--- src/rwsc_params.svh ---
/*
  Constants for the reset, watchdog and sleep controller: register
  offsets, field positions, reset values and timing counts.
  Assumes a 40 MHz system clock and a 32 kHz low power tick input.
*/
`ifndef RWSC_PARAMS_SVH
`define RWSC_PARAMS_SVH

// ****************************************
// register map
// ****************************************
`define OFS_WATCHDOG_CLEAR 8'hE3
`define OFS_SYSTEM_STATUS_CONTROL 8'hFF
`define OFS_SLEEP_TIMER_CFG 8'hE4
`define SCR_RESET 8'h10
`define SCR_BIT_GIE 7
`define SCR_BIT_WDR 5
`define SCR_BIT_POR 4
`define SCR_BIT_SLEEP 3
`define SCR_BIT_STOP 0
`define WDT_CLEAR_KEY 8'h38
`define WDT_LIMIT 2'h3
`define FETCH_RESET_ADDR 16'h0000
`define CPU_SPEED_RESET 3'h0

// ****************************************
// timing
// ****************************************
`define CLK_HZ 40000000
`define POR_HOLD_MS 20
`define POR_HOLD_CYCLES ((`CLK_HZ / 1000) * `POR_HOLD_MS)
`define WAKE_RECOVERY_LP_CYCLES 3

`endif

--- src/rwsc_pkg.sv ---
/*
  Types shared by the reset, watchdog and sleep controller.
  Assumes nothing beyond the params header.
*/
package rwsc_pkg;
  typedef enum logic [2:0] {
    ST_POR_HOLD,
    ST_RUN,
    ST_REQ,
    ST_WAIT_FALL,
    ST_ASLEEP,
    ST_WAKE_SYNC,
    ST_WAKE_RECOVER
  } sleep_state_t;
endpackage : rwsc_pkg

--- src/reset_watchdog_sleep_control.sv ---
/*
  Reset, watchdog and sleep control block: reset cause recording,
  power-on hold, sleep timer and watchdog, sleep entry and wake.
  Assumes lp_tick_rise/lp_tick_fall are one-cycle pulses from the
  32 kHz oscillator edges, core_clk_rise/fall likewise from the core
  clock, all synchronous to clk_sys.
*/
`timescale 1ns/100ps
`include "rwsc_params.svh"

module reset_watchdog_sleep_control
  import rwsc_pkg::*;
#(
  parameter int POR_HOLD = `POR_HOLD_CYCLES
)
(
  // clock and reset
  input wire logic clk_sys,
  input wire logic rst,
  input wire logic ext_reset,
  // register port
  input wire logic [7:0] reg_addr,
  input wire logic [7:0] reg_wdata,
  input wire logic reg_write,
  input wire logic reg_read,
  output logic [7:0] reg_rdata,
  // timing inputs
  input wire logic lp_tick_rise,
  input wire logic lp_tick_fall,
  input wire logic core_clk_rise,
  input wire logic core_clk_fall,
  // core side
  input wire logic global_irq_enable,
  input wire logic irq_pending_unmasked,
  input wire logic bus_request_ack,
  output logic bus_request_to_core,
  output logic core_run,
  output logic core_halted,
  output logic [15:0] fetch_addr,
  output logic clk_select_internal,
  output logic [2:0] cpu_speed,
  output logic irq_disable_all,
  output logic sleep_timer_irq,
  output logic watchdog_reset_event,
  // power control
  output logic system_power_down
);

  // ****************************************
  // register state
  // ****************************************
  logic wdr_flag;
  logic por_flag;
  logic sleep_bit;
  logic stop_bit;
  logic [1:0] sleep_sel;
  logic [1:0] watchdog_counter;
  logic [15:0] sleep_timer;
  logic [21:0] por_count;
  logic [1:0] recover_count;
  logic read_hit;
  logic [7:0] read_mux;
  sleep_state_t state;
  logic [15:0] st_top;
  logic st_ovf;
  logic wr_scr;
  logic wr_clr;
  logic wdt_fire;

  assign wr_scr = reg_write && (reg_addr == `OFS_SYSTEM_STATUS_CONTROL);
  assign wr_clr = reg_write && (reg_addr == `OFS_WATCHDOG_CLEAR);

  // ****************************************
  // status and control register
  // ****************************************
  // flags: hardware sets beat software clears
  always_ff @(posedge clk_sys or posedge rst)
  begin
    if (rst)
    begin
      por_flag <= 1'b1;
      wdr_flag <= 1'b0;
    end
    else
    begin
      if (wr_scr && !reg_wdata[`SCR_BIT_POR])
        por_flag <= 1'b0;
      if (wdt_fire)
        wdr_flag <= 1'b1;
      else if (wr_scr && !reg_wdata[`SCR_BIT_WDR])
        wdr_flag <= 1'b0;
    end
  end

  // sleep and stop bits; a watchdog reset clears them like any reset
  always_ff @(posedge clk_sys or posedge rst)
  begin
    if (rst)
    begin
      sleep_bit <= 1'b0;
      stop_bit <= 1'b0;
      sleep_sel <= 2'h0;
    end
    else if (wdt_fire || ext_reset)
    begin
      sleep_bit <= 1'b0;
      stop_bit <= 1'b0;
      sleep_sel <= 2'h0;
    end
    else
    begin
      if (wr_scr)
      begin
        sleep_bit <= reg_wdata[`SCR_BIT_SLEEP];
        stop_bit <= reg_wdata[`SCR_BIT_STOP] | stop_bit;
      end
      else if (state == ST_WAKE_RECOVER && recover_count == 2'h0)
        sleep_bit <= 1'b0;
      if (reg_write && reg_addr == `OFS_SLEEP_TIMER_CFG)
        sleep_sel <= reg_wdata[1:0];
    end
  end

  // read mux, data registered one cycle later
  always_comb
  begin
    read_hit = 1'b1;
    read_mux = 8'h00;
    case (reg_addr)
      `OFS_SYSTEM_STATUS_CONTROL:
        read_mux = {global_irq_enable, 1'b0, wdr_flag, por_flag, sleep_bit,
          2'b00, stop_bit};
      `OFS_SLEEP_TIMER_CFG:
        read_mux = {6'h00, sleep_sel};
      default:
        read_hit = 1'b0; // unmapped and write-only read as zero
    endcase
  end

  always_ff @(posedge clk_sys or posedge rst)
  begin
    if (rst)
      reg_rdata <= 8'h00;
    else if (reg_read && read_hit)
      reg_rdata <= read_mux;
    else
      reg_rdata <= 8'h00;
  end

  // ****************************************
  // sleep timer and watchdog
  // ****************************************
  // divide 32 kHz ticks: 64, 512, 4096, 32768 ticks per overflow
  always_comb
  begin
    case (sleep_sel)
      2'h0: st_top = 16'h003F;
      2'h1: st_top = 16'h01FF;
      2'h2: st_top = 16'h0FFF;
      default: st_top = 16'h7FFF;
    endcase
  end

  assign st_ovf = lp_tick_rise && (sleep_timer >= st_top);

  always_ff @(posedge clk_sys or posedge rst)
  begin
    if (rst)
      sleep_timer <= 16'h0000;
    else if (wr_clr && reg_wdata == `WDT_CLEAR_KEY)
      sleep_timer <= 16'h0000;
    else if (lp_tick_rise)
      sleep_timer <= st_ovf ? 16'h0000 : sleep_timer + 16'h0001;
  end

  always_ff @(posedge clk_sys or posedge rst)
  begin
    if (rst)
      sleep_timer_irq <= 1'b0;
    else
      sleep_timer_irq <= st_ovf;
  end

  // watchdog held off until the power-on flag is cleared
  assign wdt_fire = !por_flag && st_ovf && !wr_clr
    && (watchdog_counter == `WDT_LIMIT - 2'h1);

  always_ff @(posedge clk_sys or posedge rst)
  begin
    if (rst)
      watchdog_counter <= 2'h0;
    else if (wr_clr || por_flag || wdt_fire)
      watchdog_counter <= 2'h0;
    else if (st_ovf)
      watchdog_counter <= watchdog_counter + 2'h1;
  end

  always_ff @(posedge clk_sys or posedge rst)
  begin
    if (rst)
      watchdog_reset_event <= 1'b0;
    else
      watchdog_reset_event <= wdt_fire;
  end

  // ****************************************
  // power-on hold and sleep sequence
  // ****************************************
  // hold counter also reused nowhere else; kept wide for 20 ms at 40 MHz
  always_ff @(posedge clk_sys or posedge rst)
  begin
    if (rst)
      por_count <= 22'h000000;
    else if (state == ST_POR_HOLD)
      por_count <= por_count + 22'h000001;
  end

  always_ff @(posedge clk_sys or posedge rst)
  begin
    if (rst)
      recover_count <= 2'h0;
    else if (state == ST_WAKE_SYNC)
      recover_count <= 2'(`WAKE_RECOVERY_LP_CYCLES - 1);
    else if (state == ST_WAKE_RECOVER && lp_tick_rise && recover_count != 2'h0)
      recover_count <= recover_count - 2'h1;
  end

  always_ff @(posedge clk_sys or posedge rst)
  begin
    if (rst)
      state <= ST_POR_HOLD;
    else if (wdt_fire || ext_reset)
      state <= ST_RUN;
    else
    begin
      case (state)
        ST_POR_HOLD:
          if (por_count == 22'(POR_HOLD - 1))
            state <= ST_RUN;
        ST_RUN:
          if (wr_scr && reg_wdata[`SCR_BIT_SLEEP])
            state <= ST_REQ;
        ST_REQ:
          if (bus_request_ack)
            state <= ST_WAIT_FALL;
        ST_WAIT_FALL:
          if (core_clk_fall)
            state <= ST_ASLEEP;
        ST_ASLEEP:
          if (lp_tick_fall && irq_pending_unmasked && !stop_bit)
            state <= ST_WAKE_SYNC;
        ST_WAKE_SYNC:
          if (lp_tick_rise)
            state <= ST_WAKE_RECOVER;
        ST_WAKE_RECOVER:
          if (recover_count == 2'h0 && lp_tick_fall)
            state <= ST_RUN;
        default:
          state <= ST_RUN;
      endcase
    end
  end

  // ****************************************
  // outputs
  // ****************************************
  // request rises the cycle after the sleep write and holds until wake ends
  assign bus_request_to_core = (state == ST_REQ) || (state == ST_WAIT_FALL)
    || (state == ST_ASLEEP) || (state == ST_WAKE_SYNC)
    || (state == ST_WAKE_RECOVER);
  assign system_power_down = (state == ST_ASLEEP) || (state == ST_WAKE_SYNC);
  assign core_halted = stop_bit;
  // resuming without a vector jump gives the next instruction first
  assign core_run = (state == ST_RUN) && !stop_bit;
  assign fetch_addr = `FETCH_RESET_ADDR;
  assign clk_select_internal = 1'b1;
  assign cpu_speed = `CPU_SPEED_RESET;
  assign irq_disable_all = (state == ST_POR_HOLD);
endmodule : reset_watchdog_sleep_control

--- config.mk ---
export PLATFORM = sky130hd
export DESIGN_NAME = reset_watchdog_sleep_control
export DESIGN_NICKNAME = d
export VERILOG_FILES = /design/src/rwsc_pkg.sv /design/src/reset_watchdog_sleep_control.sv
export VERILOG_INCLUDE_DIRS = /design/src
export SDC_FILE = /design/constraint.sdc
export NUM_CORES = 1
export LEC_CHECK = 0
export BUFFER_PORTS_ARGS = -buffer_cell sky130_fd_sc_hd__buf_2
export CAP_MARGIN = 40
export CORE_ASPECT_RATIO = 2
export CORE_MARGIN = 4
export CORE_UTILIZATION = 56
export CTS_CLUSTER_SIZE = 10
export DETAILED_ROUTE_END_ITERATION = 10
export PLACE_DENSITY = 0.83
export SYNTH_ARGS = -nofsm -noshare
export SYNTH_HDL_FRONTEND = slang
export SYNTH_SLANG_ARGS = --single-unit
--- constraint.sdc ---
create_clock -name clk_sys -period 2.85 [get_ports clk_sys]
set_input_delay 0.1425 -clock clk_sys [delete_from_list [all_inputs] [get_ports clk_sys]]
set_output_delay 0.1425 -clock clk_sys [all_outputs]
set_load 0.01 [all_outputs]
==> results of run 1 <==
==> metal layers <==
metal / part of all wire, % / vias to the layer above / track usage, %
met2: 60 / 48 / 41.9
met1: 36 / 1396 / 22.5
met4: 1.1 / 0 / 9.34
met5: 0 / - / 0
li1: - / 1339 / -
met3: 2.6 / 5 / 4.37
==> sequential cells by signal, indices dropped and copies added (netlist names) <==
name and cells:
reg_rdata 6, por_count 22, sleep_timer 16, recover_count 2
core_halted 1, wdr_flag 1, state 3, sleep_bit 1
por_flag 1, watchdog_counter 2, sleep_sel 2, watchdog_reset_event 1
sleep_timer_irq 1
==> metrics by stage <==
stage | setup WS (ps) | hold WS (ps) | utilization [%]
2_1_floorplan | 681 | 215 | -
3_3_place_gp | 444 | 237 | 59.4
3_5_place_dp | 373 | 243 | 59.4
4_1_cts | 339 | 50.7 | 64.6
5_1_grt | 172 | 69.6 | 64.6
6_report | 347 | 60.5 | 64.6
==> where the power goes <==
| group | switching (uW) | internal [uW] |
|---|---|---|
| registers | 83.7 | 923 |
| clock network | 347 | 735 |
| logic | 221 | 149 |
| total | 652 | 1810 |
==> final cells by class <==
class	count	area, um^2	share of cell area, %
multi-input combinational	271	1750	45.0
sequential	59	1480	38.1
clock buffer	12	267	6.87
timing repair buffer	42	220	5.68
tap	63	78.8	2.03
inverter	14	52.6	1.36
clock inverter	2	35.0	0.904
==> critical path, delay by kind of cell, from the launching register on <==
family,cells,cell delay [ps]
flops,1,470
compound gates,4,980
simple gates,2,660
fa+ha+maj,1,310
==> logic make-up (layout without fill, tap and decap cells) <==
group / count (synthesis) / count (layout) / share of synthesized area [%]
multiplexers: 4 / 4 / 1.20
AO/OA/AOI/OAI: 62 / 62 / 12.7
adder cells (fa/ha/maj): 10 / 10 / 3.64
flip-flops: 59 / 59 / 43.0
buffers and inverters: 47 / 70 / 8.31
other: 2 / 22 / 0.219
XOR/XNOR: 22 / 22 / 5.61
AND/OR/NAND/NOR: 151 / 151 / 25.3
==> final timing paths <==
kind | start | to | slack [ps] | cells after the start
setup / recovery | sleep_sel[1] | sleep_timer[10] | 350 | 7
hold / removal | reg_wdata[4] | por_flag | 60 | 2
setup reg to reg | sleep_sel[1] | sleep_timer[10] | 350 | 7
hold reg to reg | por_count[21] | por_count[21] | 470 | 1
max in group asynchronous | rst | por_flag | 2080 | 4
min in group asynchronous | rst | por_count[4] | 450 | 4
==> placed cells by master, fill, tap and decap left out, types with 3 or more instances in the layout <==
| cell type | netlist | final |
|---|---|---|
| nand4b_1 | 3 | 3 |
| o21ai_0 | 10 | 10 |
| nand2_1 | 37 | 37 |
| conb_1 | 2 | 22 |
| nand3_1 | 18 | 18 |
| or4_1 | 5 | 5 |
| xnor2_1 | 14 | 14 |
| o31ai_1 | 6 | 6 |
| nand4_1 | 9 | 9 |
| nor2b_1 | 5 | 5 |
| a31oi_1 | 4 | 4 |
| mux2i_1 | 3 | 3 |
| nor2_1 | 19 | 19 |
| buf_2 | 3 | 39 |
| and4b_1 | 3 | 3 |
| dfrtp_1 | 58 | 58 |
| xor2_1 | 8 | 8 |
| clkbuf_8 | 0 | 3 |
| a211oi_1 | 3 | 3 |
| ha_1 | 10 | 10 |
| inv_1 | 12 | 11 |
| and3_1 | 14 | 14 |
| a21oi_1 | 16 | 16 |
| or3_1 | 3 | 3 |
| o21a_1 | 3 | 3 |
| and4_1 | 4 | 4 |
| nor4_1 | 9 | 9 |
| nor3_1 | 9 | 9 |
| clkbuf_16 | 0 | 9 |
==> results.py, run 1 <==
metrics = {
    "cts": {
        "htree_num_levels": 3,
        "tritoncts": "built",
        "root_buffer": "clkbuf_16",
        "clk_pin_slew_worst_paths_ps": 50,
        "cts_made_buffers": 9,
        "postCtsHoldBufs": 1,
        "cts_resized": 0,
        "clockBufferDepth": 2,
        "cts_setup_buffers": 0,
        "cts_sinks": 59,
        "clock_latency_ps": 320,
    },
    "finish": {
        "nFillCells": 470,
        "area.growth.synth_to_final_pct": 12.9,
        "drive_gt1_share_pct": 17.5,
        "instances_no_fill": 463,
        "diodes": 0,
        "stdcell_area_mm2": 0.00388,
        "fin_nets": 435,
    },
    "synthesis": {
        "synth_largest_area_cell": "dfrtp_1",
        "syn_inst": 357,
        "yosysMostFrequentCell": "dfrtp_1",
        "synth_flop_cell": "dfrtp_1",
        "synth_edf_count": 0,
        "synth.distinct_cells": 61,
        "syn-cell-area_mm2": 0.00343,
        "synth_warnings": 0,
        "yosys_register_bits": 59,
        "async_reset_ff_share_pct": 100,
        "syn_area_per_cell_um2": 9.62,
        "yosysTopAreaCellShare_pct": 42.3,
        "yosys-top-cells-area": "dfrtp_1 (42%), buf_4 (4.8%), nand2_1 (4.0%)",
        "ys_top_cells_by_count": "dfrtp_1 (58), nand2_1 (37), buf_4 (22)",
        "seq_area_frac_synth_pct": 43.0,
    },
    "routing": {
        "wire_per_inst_um": 16.4,
        "post_drt_via_cell_ratio": 6.02,
        "firstDrtPassIters": 4,
        "drt_iter0_markers": 141,
        "ant_nets": 0,
        "routed-via-count": 2788,
        "drc": 0,
        "drt_wl_total_mm": 7.61,
    },
    "placed_design": {
        "hpwlAfterDp_mm": 5.72,
        "port_buffers": 39,
        "placed_cells": 448,
        "gp_congestion": 0.821,
        "placed_area_mm2": 0.00357,
    },
    "timing": {
        "skew_ps": 6.62,
        "period_share_pct": 87.8,
        "hold_viol": 0,
        "setup_tns_ps": 0,
        "max_clock_freq_mhz": 400,
        "max-slew-margin-rel_pct": 59.8,
        "maxSlewViolCount": 0,
        "tightestPinTransition_ps": 602,
        "rsz0062_at_grt": "no",
        "finalCriticalPeriod_ps": 2500,
        "setup_viol": 0,
    },
    "worst_setup_path": {
        "path_max_fanout": 10,
        "critPathKind": "reg -> reg",
        "cp-start-kind": "flop",
        "end_kind": "flop",
        "cp.required_ps": 3090,
        "cp.arrival_ps": 2740,
        "cp_slowest_cell": "or3_1",
        "worstPathCellList": "nand2_1, ha_1, a21o_1, a211o_1, a22o_1, or3_1, a21oi_1",
        "slowest_delay_ps": 510,
    },
    "floorplanning": {
        "core_area_mm2": 0.00601,
        "dieArea_mm2": 0.00753,
        "start_util_pct": 57.2,
        "die_x_um": 63.4,
        "rows": 40,
        "fp.dieH_um": 119,
        "io_pins": 63,
    },
    "power": {
        "finalPower_uw": 2460,
        "power_density_mw_per_mm2": 634,
        "power_leakage_uw": 0.00185,
        "ir_worst_vdd_uv": 303,
    },
    "global_route": {
        "globalRouteTotalUtil_pct": 22.1,
        "grt_pass1_wl_mm": 13.1,
        "grt.overflow.total": 0,
        "antenna_found_initial": 0,
        "first_global_vias": 2852,
        "grt_max_degree": 31,
    },
    "run_status": {
        "status": "finished, final reports clean",
    },
    "worst_hold_path": {
        "min_path_type": "in -> reg",
    },
    "flow_run": {
        "max_cap_viol_count": 0,
    },
}
No activity file was read; power rests on OpenSTA's default activity.
==> run 2, diff against run 1 <==
--- a/config.mk
+++ b/config.mk
@@ -8,12 +8,14 @@
 export LEC_CHECK = 0
 export BUFFER_PORTS_ARGS = -buffer_cell sky130_fd_sc_hd__buf_2
 export CAP_MARGIN = 40
+export CELL_PAD_IN_SITES_DETAIL_PLACEMENT = 1
+export CELL_PAD_IN_SITES_GLOBAL_PLACEMENT = 2
 export CORE_ASPECT_RATIO = 2
 export CORE_MARGIN = 4
-export CORE_UTILIZATION = 56
+export CORE_UTILIZATION = 35
 export CTS_CLUSTER_SIZE = 10
 export DETAILED_ROUTE_END_ITERATION = 10
-export PLACE_DENSITY = 0.83
+export PLACE_DENSITY = 0.84
 export SYNTH_ARGS = -nofsm -noshare
 export SYNTH_HDL_FRONTEND = slang
 export SYNTH_SLANG_ARGS = --single-unit
==> run 2 against run 1 <==
Power rose by 8.3%. Register-to-register slack barely moved. Wire length rose by 22%. Combinational power rose by 5.4%. Critical path depth did not move. Die area rose by 54%. Cell count rose by 16%. Hold slack got worse by 12 ps. Clock power rose by 18%. Cell area rose by 4.0%.
==> results.py, run 2 (synthesis results as in run 1) <==
metrics = {
    "worst_setup_path": {
        "critPathKind": "reg -> reg",
        "reg2reg_setup_slack_ps": 340,
        "cp.arrival_ps": 2750,
        "path_max_fanout": 10,
        "r2r-end": "sleep_timer[9]",
        "startpoint": "sleep_sel[1]",
        "path_delay_family": "compound AO/OA/AOI/OAI gates",
        "slowest_delay_ps": 520,
        "path_buf_inv": 0,
        "worstPathCellList": "nand2_1, ha_1, a21o_1, a211o_1, a22o_1, or3_1, a21oi_1",
        "cp_slowest_cell": "or3_1",
        "cp.required_ps": 3100,
        "cp-start-kind": "flop",
        "crit-reg2reg-launch": "sleep_sel[1]",
        "worstRegToRegCells": 7,
        "end_kind": "flop",
    },
    "global_route": {
        "antenna_found_initial": 0,
        "globalRouteTotalUtil_pct": 17.2,
        "grt_max_degree": 24,
        "grt.overflow.total": 0,
        "first_global_vias": 3162,
        "grt_pass1_wl_mm": 15.4,
    },
    "placed_design": {
        "hpwlAfterDp_mm": 7.34,
        "port_buffers": 39,
        "gp_congestion": 0.751,
        "placed_cells": 518,
    },
    "power": {
        "ir_worst_vdd_uv": 326,
        "power_leakage_uw": 0.00189,
        "power_density_mw_per_mm2": 660,
        "finalPower_uw": 2660,
    },
    "finish": {
        "final_cell_mix": "dfrtp_1 (58), buf_2 (39), nand2_1 (37)",
        "instances_no_fill": 535,
        "mostFrequentLayoutCell": "dfrtp_1",
        "fin_nets": 438,
        "largest_register_ffs": 22,
        "drive_gt1_share_pct": 18.5,
        "reg.largest.list": "por_count (22), sleep_timer (16), reg_rdata (6)",
        "diodes": 0,
        "nFillCells": 1091,
        "regMostFlops": "por_count",
        "area.growth.synth_to_final_pct": 17.4,
    },
    "floorplanning": {
        "rows": 50,
        "die_x_um": 78.0,
        "core_area_mm2": 0.00945,
        "io_pins": 63,
        "fp.dieH_um": 148,
        "start_util_pct": 36.4,
        "dieArea_mm2": 0.0116,
    },
    "worst_hold_path": {
        "min_path_type": "in -> reg",
        "hold_path_depth": 2,
        "worstHoldStart": "global_irq_enable",
        "min_to": "reg_rdata[7]",
    },
    "timing": {
        "setup_tns_ps": 0,
        "tightestPinTransition_ps": 512,
        "setup_viol": 0,
        "finalCriticalPeriod_ps": 2510,
        "skew_ps": 4.02,
        "rsz0062_at_grt": "no",
        "max-slew-margin-rel_pct": 65.8,
        "maxSlewViolCount": 0,
        "hold_viol": 0,
        "period_share_pct": 88.0,
        "max_clock_freq_mhz": 399,
    },
    "cts": {
        "tritoncts": "built",
        "clockBufferDepth": 2,
        "root_buffer": "clkbuf_16",
        "htree_num_levels": 3,
        "cts_sinks": 59,
        "cts_made_buffers": 9,
        "clock_latency_ps": 330,
        "clk_pin_slew_worst_paths_ps": 50,
    },
    "routing": {
        "post_drt_via_cell_ratio": 5.34,
        "drt_iter0_markers": 103,
        "wire_per_inst_um": 17.3,
        "firstDrtPassIters": 6,
        "drt_wl_total_mm": 9.26,
        "routed-via-count": 2857,
        "ant_nets": 0,
        "drc": 0,
    },
    "flow_run": {
        "max_cap_viol_count": 0,
    },
    "run_status": {
        "status": "finished, final reports clean",
    },
}
run 2: cell types whose count changed in the layout (fill, tap and decap cells not counted), sizes merged:
| cell | previous run | this run |
|---|---|---|
| buf | 41 | 44 |
| bufinv | 1 | 3 |
| clkbuf | 12 | 10 |
| clkinv | 2 | 4 |
run 2: worst max-delay path by stage:
stage	endpoint	slack, ps	depth (start not counted)
after floorplan	sleep_timer[10]	680	8
after global placement	sleep_timer[11]	400	7
after detailed placement	sleep_timer[15]	330	7
after CTS	sleep_timer[7]	330	7
after global routing	sleep_timer[14]	160	7
final	sleep_timer[9]	340	7
run 2: layout make-up:
cell class | count | area [um^2] | area share (%)
multi-input combinational | 271 | 1750 | 43.3
sequential | 59 | 1480 | 36.6
timing repair buffer | 45 | 243 | 6.02
clock buffer | 10 | 239 | 5.92
tap | 130 | 163 | 4.03
clock inverter | 6 | 113 | 2.79
inverter | 14 | 52.6 | 1.30
run 2: metal layers:
metal,global-route usage [%],vias up,wire length [um]
met5,0,-,0
met4,6.65,0,191
met3,4.00,16,251
met2,36.0,38,5800
met1,14.7,1461,3020
li1,-,1342,-
run 2: power breakdown:
part / switching [uW] / internal, uW
logic: 235 / 155
clock network: 390 / 878
registers: 84.3 / 922
run 2: stage by stage:
step	area [um^2]	setup WS, ps	utilization [%]	hold WS (ps)
after floorplan	3510	681	-	215
after global placement	3670	404	38.9	204
after detailed placement	3670	335	38.9	220
after CTS	4030	326	42.7	39.1
after global routing	4030	161	42.7	62.8
final	4030	342	42.7	49.0
run 2: repair_timing:
item / CTS / global route
endpoints found under the setup margin: 0 / 0
resized for setup: 0 / 0
hold buffers: 1 / 0
buffers inserted: 0 / 0
endpoints found under the hold margin: 20 / 0
==> run 3, diff against run 2 <==
--- a/config.mk
+++ b/config.mk
@@ -12,10 +12,11 @@
 export CELL_PAD_IN_SITES_GLOBAL_PLACEMENT = 2
 export CORE_ASPECT_RATIO = 2
 export CORE_MARGIN = 4
-export CORE_UTILIZATION = 35
+export CORE_UTILIZATION = 36
+export CTS_BUF_LIST = sky130_fd_sc_hd__clkbuf_8
 export CTS_CLUSTER_SIZE = 10
 export DETAILED_ROUTE_END_ITERATION = 10
-export PLACE_DENSITY = 0.84
+export PLACE_DENSITY_LB_ADDON = 0.1
 export SYNTH_ARGS = -nofsm -noshare
 export SYNTH_HDL_FRONTEND = slang
 export SYNTH_SLANG_ARGS = --single-unit
==> run 3 against run 2 <==
First-iteration DRC count fell by 53%. Global-route usage rose by 0.48 points. Critical endpoint is now sleep_timer[14]. Combinational power barely moved. Flip-flop and latch count did not move. Cell count fell by 4.5%. Highest routed layer unchanged. Die area fell by 2.6%. Worst setup slack got worse by 18 ps. Clock power fell by 36%. Non-clock buffer count rose by 2. Critical path depth did not move.
==> results.py, run 3 (synthesis results as in run 1) <==
metrics = {
    "run_status": {
        "status": "finished, final reports clean",
    },
    "placed_design": {
        "hpwlAfterDp_mm": 7.38,
        "port_buffers": 39,
        "placed_area_mm2": 0.00365,
        "gp_congestion": 0.748,
    },
    "floorplanning": {
        "io_pins": 63,
        "fp.dieH_um": 146,
        "die_x_um": 77.1,
        "core_area_mm2": 0.00932,
        "dieArea_mm2": 0.0113,
        "start_util_pct": 36.8,
        "rows": 50,
    },
    "timing": {
        "setup_viol": 0,
        "skew_ps": 3.66,
        "tightestPinTransition_ps": 759,
        "max-slew-margin-rel_pct": 49.3,
        "period_share_pct": 88.6,
        "setup_tns_ps": 0,
        "maxSlewViolCount": 0,
        "rsz0062_at_grt": "no",
        "max_clock_freq_mhz": 396,
        "hold_viol": 0,
        "finalCriticalPeriod_ps": 2530,
    },
    "worst_setup_path": {
        "end_kind": "flop",
        "reg2reg_setup_slack_ps": 320,
        "cp.arrival_ps": 2790,
        "critPathKind": "reg -> reg",
        "path_max_fanout": 10,
        "cp-start-kind": "flop",
        "cp.required_ps": 3110,
    },
    "global_route": {
        "grt_pass1_wl_mm": 15.8,
        "first_global_vias": 3167,
        "grt.overflow.total": 0,
        "grt_max_degree": 36,
        "globalRouteTotalUtil_pct": 17.6,
        "antenna_found_initial": 0,
    },
    "routing": {
        "post_drt_via_cell_ratio": 5.48,
        "firstDrtPassIters": 6,
        "routed-via-count": 2798,
        "wire_per_inst_um": 18.3,
        "drc": 0,
        "drt_wl_total_mm": 9.35,
        "ant_nets": 0,
        "drt_iter0_markers": 48,
    },
    "cts": {
        "clock_latency_ps": 340,
        "clockBufferDepth": 2,
        "htree_num_levels": 3,
        "root_buffer": "clkbuf_8",
        "tritoncts": "built",
        "cts_resized": 0,
        "cts_sinks": 59,
        "cts_made_buffers": 9,
        "clk_pin_slew_worst_paths_ps": 70,
    },
    "finish": {
        "stdcell_area_mm2": 0.00388,
        "reg.largest.list": "por_count (22), sleep_timer (16), reg_rdata (6)",
        "regMostFlops": "por_count",
        "mostFrequentLayoutCell": "dfrtp_1",
        "fin_nets": 440,
        "diodes": 0,
        "drive_gt1_share_pct": 18.9,
        "nFillCells": 1128,
        "area.growth.synth_to_final_pct": 12.9,
        "largest_register_ffs": 22,
        "final_cell_mix": "dfrtp_1 (58), buf_2 (39), nand2_1 (37)",
    },
    "worst_hold_path": {
        "min_path_type": "in -> reg",
    },
    "power": {
        "finalPower_uw": 2210,
        "power_leakage_uw": 0.00184,
        "ir_worst_vdd_uv": 240,
        "power_density_mw_per_mm2": 569,
    },
    "flow_run": {
        "max_cap_viol_count": 0,
    },
}
[run 3: repair_timing]
| item | CTS | global route |
|---|---|---|
| setup buffers | 0 | 0 |
| endpoints found under the hold margin | 33 | 0 |
| hold buffers | 1 | 0 |
| endpoints found under the setup margin | 0 | 0 |
[run 3: layout make-up]
type | instances | area (um^2) | area share [%]
multi-input combinational | 271 | 1750 | 45.0
sequential | 59 | 1480 | 38.1
timing repair buffer | 47 | 258 | 6.65
clock buffer | 12 | 165 | 4.26
tap | 104 | 130 | 3.36
inverter | 14 | 52.6 | 1.36
clock inverter | 4 | 47.5 | 1.23
[run 3: per-layer routing]
layer / part of all wire (%) / vias up / global-route usage [%]
met5: 0 / - / 0
met4: 2.0 / 0 / 6.33
met3: 2.2 / 13 / 3.27
met2: 61 / 29 / 36.4
met1: 34 / 1413 / 16.5
li1: - / 1343 / -
[run 3: worst max-delay path: stages (launching register included)]
cell and delay (ps):
dfrtp_1 470, nand2_1 140, ha_1 310, a21o_1 160, a211o_1 360, a22o_1 300, or3_1 520, a21oi_1 190
[run 3: final timing paths]
check	cells after the start	end	startpoint
max in group asynchronous	4	por_flag	rst
max reg2reg	7	sleep_timer[14]	sleep_sel[1]
min	2	por_flag	reg_wdata[4]
min in group asynchronous	3	por_count[3]	rst
min reg2reg	1	por_count[21]	por_count[21]
max	7	sleep_timer[14]	sleep_sel[1]
[run 3: metrics by stage]
step	worst slack [ps]	hold slack [ps]	std cells	utilization (%)
after global routing	165	38.3	511	41.6
after detailed placement	329	328	494	39.2
after floorplan	681	215	377	-
after global placement	372	314	494	39.2
final	324	39.0	511	41.6
after CTS	310	20.7	511	41.6
[run 3: power by group]
group	total (uW)	switching, uW	internal (uW)	leakage, uW
logic	388	233	155	0.000944
clock network	811	339	472	0.000108
registers	1010	88.3	920	0.000784
total	2210	661	1550	0.00184
